<file path="src/shared/flash_pkg.sv">
// constants and types shared by the flash array and its controlling end
// Overview of operation
// - erase leaves every bit at one
// - erase always covers the whole segment
// - programming only clears bits, never sets
// - program by bit, byte or word
// - bench erases segment before raising bits; controller does not enforce it
// - repeated programs accumulate as bitwise and
// - controller supplies divided active timing clock
// - readable flag toggles on supply shift during program
// - bench refreshes a row by erase and rewrite; no program time limit is tracked
// - controller checks address range before operating
// - controller compares flag at start and end
package flash_pkg;
  localparam int ADDR_W      = 6;   // word address width
  localparam int DATA_W      = 16;  // word width
  localparam int SEG_W       = 3;   // words per segment = 2**SEG_W
  localparam int WORDS       = 1 << ADDR_W;
  localparam int SEG_WORDS   = 1 << SEG_W;
  localparam int CNT_W       = 8;
  // timing in ticks of the divided timing clock
  localparam logic [CNT_W-1:0] PROG_TICKS  = 8'h04;
  localparam logic [CNT_W-1:0] ERASE_TICKS = 8'h10;
  localparam logic [CNT_W-1:0] DIV_RESET   = 8'h00;
  localparam logic [CNT_W-1:0] DIV_DEFAULT = 8'h03; // divider to timing range

  typedef enum logic [1:0] {op_none, op_prog_bit, op_prog_byte, op_prog_word} prog_size_e;
  typedef enum logic [1:0] {cmd_idle, cmd_prog, cmd_erase} cmd_e;
endpackage

</file>
<file path="src/shared/flash_if.sv">
// link between the flash array and its controller
interface flash_if;
  import flash_pkg::*;
  logic                 req;        // request strobe, one cycle
  cmd_e                 cmd;
  prog_size_e           size;
  logic [ADDR_W-1:0]    addr;
  logic [3:0]           bit_sel;    // bit index for single-bit program
  logic                 byte_sel;   // upper byte when set
  logic [DATA_W-1:0]    wdata;
  logic                 tick;       // divided timing clock pulse
  logic                 busy;
  logic                 done;
  logic [DATA_W-1:0]    rdata;
  logic                 supply_shift_flag;
  modport device (input req, cmd, size, addr, bit_sel, byte_sel, wdata, tick,
                  output busy, done, rdata, supply_shift_flag);
  modport ctrl (output req, cmd, size, addr, bit_sel, byte_sel, wdata, tick,
                input busy, done, rdata, supply_shift_flag);
endinterface

</file>
<file path="src/core/flash_ctrl.sv">
// controlling end: clock divider, range check, flag comparison
module flash_ctrl #(
  parameter logic [7:0] DIV = flash_pkg::DIV_DEFAULT
) (
  // clock and reset
  input  wire logic                   sys_clk,
  input  wire logic                   nrst,
  // user side
  input  wire logic                   user_req,
  input  wire flash_pkg::cmd_e        user_cmd,
  input  wire flash_pkg::prog_size_e  user_size,
  input  wire logic [7:0]             user_addr,
  input  wire logic [3:0]             user_bit,
  input  wire logic                   user_byte,
  input  wire logic [15:0]            user_wdata,
  output logic                        user_busy,
  output logic                        user_done,
  output logic                        user_range_err,
  output logic                        user_corrupt,
  // link to array
  flash_if.ctrl                       link
);
  import flash_pkg::*;

  typedef struct packed {
    logic [7:0]         div;
    logic               tick;
    logic               req;
    cmd_e               cmd;
    prog_size_e         size;
    logic [ADDR_W-1:0]  addr;
    logic [3:0]         bsel;
    logic               bytes;
    logic [DATA_W-1:0]  wdata;
    logic               pend;
    logic               flag_start;
    logic               done;
    logic               err;
    logic               corrupt;
  } state_s;

  state_s st_reg;
  state_s st_next;

  ////////////////////////////////////////////////////////////////////////
  // next state; strobes fall back to zero unless set below
  always_comb begin
    st_next = st_reg;
    st_next.req = 1'b0;
    st_next.done = 1'b0;
    st_next.err = 1'b0;
    st_next.tick = (st_reg.div == DIV);
    st_next.div = (st_reg.div == DIV) ? DIV_RESET : st_reg.div + 8'h01;
    if (user_req && !st_reg.pend) begin
      if (user_addr >= 8'(WORDS)) begin
        st_next.err = 1'b1;
      end else begin
        st_next.req = 1'b1;
        st_next.pend = 1'b1;
        st_next.cmd = user_cmd;
        st_next.size = user_size;
        st_next.addr = user_addr[ADDR_W-1:0];
        st_next.bsel = user_bit;
        st_next.bytes = user_byte;
        st_next.wdata = user_wdata;
        st_next.flag_start = link.supply_shift_flag;
      end
    end
    if (link.done) begin
      st_next.pend = 1'b0;
      st_next.done = 1'b1;
      st_next.corrupt = (st_reg.cmd == cmd_prog) &&
                        (link.supply_shift_flag != st_reg.flag_start);
    end
  end

  // registers; link strobes idle low out of reset
  always_ff @(posedge sys_clk) begin
    if (!nrst) begin
      st_reg <= '0;
      st_reg.cmd <= cmd_idle;
      st_reg.size <= op_none;
    end else begin
      st_reg <= st_next;
    end
  end

  assign link.req = st_reg.req;
  assign link.cmd = st_reg.cmd;
  assign link.size = st_reg.size;
  assign link.addr = st_reg.addr;
  assign link.bit_sel = st_reg.bsel;
  assign link.byte_sel = st_reg.bytes;
  assign link.wdata = st_reg.wdata;
  assign link.tick = st_reg.tick;
  assign user_busy = st_reg.pend;
  assign user_done = st_reg.done;
  assign user_range_err = st_reg.err;
  assign user_corrupt = st_reg.corrupt;
endmodule

</file>
<file path="src/flat_wrapper.sv">
// flat-port wrapper written by rule: the top's interface ports become plain ports
module flash_ctrl_flat import flash_pkg::*;
#(
  parameter logic [7:0] DIV = flash_pkg::DIV_DEFAULT
)
  (sys_clk, nrst, user_req, user_cmd, user_size, user_addr, user_bit, user_byte, user_wdata, user_busy, user_done, user_range_err, user_corrupt, link_req, link_cmd, link_size, link_addr, link_bit_sel, link_byte_sel, link_wdata, link_tick, link_busy, link_done, link_rdata, link_supply_shift_flag);
  flash_if link_i ();
  input  wire logic sys_clk;
  input  wire logic nrst;
  input  wire logic user_req;
  input  wire flash_pkg::cmd_e user_cmd;
  input  wire flash_pkg::prog_size_e user_size;
  input  wire logic [7:0] user_addr;
  input  wire logic [3:0] user_bit;
  input  wire logic user_byte;
  input  wire logic [15:0] user_wdata;
  output logic user_busy;
  output logic user_done;
  output logic user_range_err;
  output logic user_corrupt;
  output wire logic [$bits(link_i.req)-1:0] link_req;
  output wire logic [$bits(link_i.cmd)-1:0] link_cmd;
  output wire logic [$bits(link_i.size)-1:0] link_size;
  output wire logic [$bits(link_i.addr)-1:0] link_addr;
  output wire logic [$bits(link_i.bit_sel)-1:0] link_bit_sel;
  output wire logic [$bits(link_i.byte_sel)-1:0] link_byte_sel;
  output wire logic [$bits(link_i.wdata)-1:0] link_wdata;
  output wire logic [$bits(link_i.tick)-1:0] link_tick;
  input wire logic [$bits(link_i.busy)-1:0] link_busy;
  input wire logic [$bits(link_i.done)-1:0] link_done;
  input wire logic [$bits(link_i.rdata)-1:0] link_rdata;
  input wire logic [$bits(link_i.supply_shift_flag)-1:0] link_supply_shift_flag;
  assign link_req = link_i.req;
  assign link_cmd = link_i.cmd;
  assign link_size = link_i.size;
  assign link_addr = link_i.addr;
  assign link_bit_sel = link_i.bit_sel;
  assign link_byte_sel = link_i.byte_sel;
  assign link_wdata = link_i.wdata;
  assign link_tick = link_i.tick;
  assign link_i.busy = link_busy;
  assign link_i.done = link_done;
  assign link_i.rdata = link_rdata;
  assign link_i.supply_shift_flag = link_supply_shift_flag;
  flash_ctrl #(.DIV(DIV)) u_core (.sys_clk(sys_clk), .nrst(nrst), .user_req(user_req), .user_cmd(user_cmd), .user_size(user_size), .user_addr(user_addr), .user_bit(user_bit), .user_byte(user_byte), .user_wdata(user_wdata), .user_busy(user_busy), .user_done(user_done), .user_range_err(user_range_err), .user_corrupt(user_corrupt), .link(link_i));
endmodule
</file>
<file path="config.mk">
export PLATFORM = sky130hd
export DESIGN_NAME = flash_ctrl_flat
export DESIGN_NICKNAME = d
export VERILOG_FILES = /design/src/shared/flash_pkg.sv /design/src/shared/flash_if.sv /design/src/core/flash_ctrl.sv /design/src/flat_wrapper.sv
export SDC_FILE = /design/constraint.sdc
export NUM_CORES = 1
export LEC_CHECK = 0
export BUFFER_PORTS_ARGS = -buffer_cell sky130_fd_sc_hd__buf_2
export CAP_MARGIN = 20
export CORE_ASPECT_RATIO = 2
export CORE_MARGIN = 2
export CORE_UTILIZATION = 30
export DETAILED_ROUTE_END_ITERATION = 16
export GPL_ROUTABILITY_DRIVEN = 0
export GPL_TIMING_DRIVEN = 0
export HOLD_SLACK_MARGIN = 0.06
export PLACE_DENSITY = 0.56
export SLEW_MARGIN = 20
export SYNTH_ARGS = -nofsm -noshare
export SYNTH_HDL_FRONTEND = slang
export SYNTH_SLANG_ARGS = --single-unit
</file>
<file path="constraint.sdc">
create_clock -name sys_clk -period 1.45 [get_ports sys_clk]
set_clock_uncertainty 0.2 [all_clocks]
set_input_delay 0.2175 -clock sys_clk [delete_from_list [all_inputs] [get_ports sys_clk]]
set_output_delay 0.2175 -clock sys_clk [all_outputs]
set_load 0.01 [all_outputs]
</file>
-- Word-level counts from Yosys, hierarchy flattened
Cells that the tools add are included.
- $mul: 0
- equality and inequality tests: 3
- order comparisons: 1
- add/sub/neg operators: 1
- bitwise operators: 2
- reduce and logical (&&, ||, !) cells: 7
- muxes and demuxes: 3
- div/mod/pow operators: 0
- shift-type cells: 0
- operators with widths (cell ; number):
    $mux 34 ; 1
    $add 8x1->8 const B ; 1
    $eq 8x2->1 const B ; 1
    $ge 8x7->1 const B ; 1
    $reduce_and 2->1 ; 2
    $reduce_or 2->1 ; 2
    $eq 2x1->1 const B ; 1
    $logic_and 1x1->1 ; 2
    $mux 1 ; 2
    $not 1->1 ; 2
    $logic_not 1->1 ; 1
    $ne 1x1->1 ; 1
- memories: 0
- word-level logic and storage cells: 31
- bits in latches: 0
- ROM bits: 0
- memory bits (writable): 0
- register bits after elaboration: 46
- bits of input ports: 55

-- Longest topological paths before layout
- word-level depth: 3
- gate-level depth with buffers: 5
- mapped depth without buffers: 4

-- Worst setup path after synthesis
Ideal clock, no wire load.
- kind: reg2reg
- start point: register u_core.st_reg, in the netlist u_core.user_busy
- end point: register u_core.st_reg, in the netlist u_core.link.addr[0]
- arrival: 1.286 ns
- cell stages (with the launch flop): 6
- clock period less this slack: 1.619 ns
- data required time: 1.118 ns
- setup slack: -0.169 ns
- cells stage by stage: dfxtp_1 or4b_1 buf_6 buf_8 nand2_1 a21oi_1
- word-level cells in the longest chain between the ends: 3
- RTL lines (element ; line ; RTL):
    from (decl) ; flash_ctrl.sv:42 ; state_s st_reg;
    from (signal assigned) ; flash_ctrl.sv:84 ; st_reg <= st_next;
    $logic_not 1->1 ; flash_ctrl.sv:54 ; if (user_req && !st_reg.pend) begin
    $logic_and 1x1->1 ; flash_ctrl.sv:54 ;
    $reduce_and 2->1 (no source line) ; - ;
Every way passes these cells.
A chain may end at the register's enable or synchronous reset.

-- Final worst setup path
- start point: register u_core.st_reg, in the netlist u_core.user_busy
- end point: register u_core.st_reg, in the netlist u_core.link.wdata[0]
The elaborated chain is that of the path after synthesis.

==> results.tsv <==
stage	metric	value	unit
die	ios	92	
power	p_leak	0.001407	uW
sta	hold_violations	0	
global_routing	grt_pass1_wl	7472	um
sta	fin_ws	-0.1771	ns
clocking	tritoncts	yes	
die	fp.dieArea	7088	um^2
status	violations	negative setup slack	
power	powerDensity	907.8	nW/um^2
die	die_height	117.1	um
drt	antenna_left	0	
drt	drt_drc_violations_left	0	
min_path	min_path_type	primary input to register	
synth	synth_enable_flop_cells	0	
die	rows	41	
layout	n_antenna_cell	0	
status	outcome	finished, violations left	
sta	min_period	1.627	ns
sta	rsz0062_at_grt	yes	
synth	ys_top_cells_by_area	dfxtp_1 48%, nand2_1 13%, buf_4 12%, a21oi_1 9.7%, buf_8 2.3%	
sta	fin_crit_sh	1.122	
global_routing	grt_usage	0.1421	
clocking	cts_root_buffer	clkbuf_16	
layout	nets	405	
clocking	path_clk_slew	0.06	ns
setup_path	path_max_fanout	7	
synth	seq_area_frac_synth	0.4801	
global_routing	grt_max_degree	15	
clocking	cts.path.max_buffers	2	
sta	slew_headroom	0.5530	
sta	hold-worst-slack	0.08073	ns
global_routing	antenna_found_initial	0	
synth	synthesis.area	1918	um^2
drt	routedWlPerCell	11.20	um
synth	synth.avg_cell_area	8.487	um^2
sta	maxSlewViolCount	0	
setup_path	start_kind	register	
setup_path	criticalPathCategory	register to register	
layout	largest_register_ffs	16	
global_routing	grt_pass1_vias	1730	
synth	synth_top_area_share	0.4801	
layout	drive_above_1_share	0.4486	
placement	dp_hpwl	3283	um
synth	yosysWarnings	0	
sta	setup_viol_count_final	38	
power	vdd_ir_drop_max	0.6260	mV
layout	syn2layout_area_growth	63.99	%
die	core	6259	um^2
synth	synthArstFlopShare	0	
clocking	cts_sinks	46	
setup_path	max_stage_delay	0.50	ns
drt	first_pass_iters	4	
setup_path	crit_chain	or4b_4, buf_12, buf_8, nand2_1, a21oi_1	
placement	port-buffer-count	74	
sta	worstMarginPinSlew	0.6705	ns
setup_path	end_kind	register	
synth	syn-num-nets	282	
synth	synth_flop_cell	dfxtp_1	
drt	drtIter0Drc	55	
clocking	cts_made_buffers	5	
clocking	htreeDepth	2	
sta	max_freq	614.6	MHz
clocking	clk_latency	0.29	ns
global_routing	grt-ovfl-total	0	
drt	viasPerCell	4.266	
drt	wirelength	4882	um
die	fp.dieW	60.54	um
synth	synth_cell_type_count	27	
synth	ys_seq_elements	46	
run	maxCapViolCount	0	
synth	netlist_instances	226	
die	start_util	0.3065	
synth	yosysTopAreaCell	dfxtp_1	
placement	dp_cells	386	
setup_path	crit_arrival	1.57	ns
setup_path	slowest_stage	or4b_4	
drt	via_count	1860	
setup_path	cp.required	1.40	ns
layout	final_cells	436	
logic make-up (layout without fill, tap and decap cells):
group | after synthesis | after routing | synth area share
simple gates | 91 | 91 | 0.2159
flops | 46 | 46 | 0.4801
buf+inv | 44 | 168 | 0.1683
compound gates | 41 | 41 | 0.1155
xor+xnor | 3 | 3 | 0.01370
fa+ha+maj | 1 | 1 | 0.006522
cells in the final DEF (no fill, tap or decap):
cell type and n:
buf_2 75, nand2_1 50, dfxtp_1 42, dlygate4sd3_1 37, buf_4 34, a21oi_1 29
nand2_4 8, a21oi_2 8, nand2_2 8, nor2_1 6, clkbuf_16 6, clkbuf_1 5
nand3_1 4, buf_8 3, inv_1 3, o21ai_0 3, or3_1 3, xor2_1 3
dfxtp_4 3, nand2b_1 2, nor4b_4 1, or4b_4 1, buf_12 1, nand4_1 1
or4_4 1, o31ai_4 1, nand4b_1 1, nor4b_1 1, and2_1 1, nor3_1 1
nor2_4 1, nor4_1 1, ha_4 1, clkinv_4 1, clkinv_2 1, buf_16 1
buf_6 1, dfxtp_2 1
where the power goes:
| part | total [uW] | internal (uW) | leakage [uW] | switching, uW |
|---|---|---|---|---|
| combinational | 401 | 235 | 0.000959 | 166 |
| sequential | 1340 | 1310 | 0.000376 | 35.3 |
| clock | 1110 | 639 | 0.0000708 | 474 |
worst max-delay path, delay by kind of cell (launching register included):
family	cells	cell delay, ns
simple gates	2	0.56
compound gates	1	0.05
flops	1	0.36
buf+inv	2	0.31
cell usage after synthesis (2+ instances only):
master	count
nand2_1	65
dfxtp_1	46
a21oi_1	37
buf_4	30
nor2_1	7
clkbuf_1	4
nand3_1	4
buf_2	3
buf_8	3
inv_1	3
o21ai_0	3
or3_1	3
xor2_1	3
nand2b_1	2
final cells by class:
cell class              instances  area, um^2
fillers                       595        3113
inverters                       3       11.26
well taps                      86       107.6
plain buffers                  41       325.3
clock inverters                 2       13.76
clock buffers                   6       128.9
repair buffers                116       819.5
multi-input cells             136       805.8
flip-flops and latches         46       933.4
worst paths after layout:
kind / start / to / slack (ns) / cells after the start
hold reg to reg: u_core.st_reg[38] / u_core.st_reg[38] / 0.25 / 1
hold / removal: user_addr[6] / u_core.link.wdata[4] / 0.08 / 4
setup / recovery: u_core.user_busy / u_core.link.wdata[0] / -0.18 / 5
setup reg to reg: u_core.user_busy / u_core.link.wdata[0] / -0.18 / 5
stage by stage:
stage	area [um^2]	total power [uW]	utilization	TNS, ns	setup slack [ns]
after floorplan	1921	1523	-	-2.483	-0.08208
after global placement	2399	1643	0.3832	-6.098	-0.1884
after detailed placement	2399	1645	0.3832	-6.209	-0.1897
after CTS	2994	2866	0.4784	-5.169	-0.1586
after global routing	3146	2989	0.5026	-6.746	-0.2072
final	3146	2856	0.5026	-5.397	-0.1771
routing by layer:
metal	up-vias	track usage	routed length, um
li1	954	-	-
met1	836	0.1327	1723
met2	60	0.2797	2836
met3	10	0.02967	209
met4	0	0.06087	112
met5	-	0	0
what timing repair did:
| item | in CTS | in global routing |
|---|---|---|
| setup endpoints to repair | 37 | 39 |
| hold buffers | 37 | 0 |
| buffers inserted | 3 | 0 |
| endpoints found under the hold margin | 41 | 0 |
| gates resized for setup | 14 | 33 |
| pin swaps | 14 | 12 |
| gates cloned | 1 | 1 |
No activity file was read; power rests on OpenSTA's default activity.
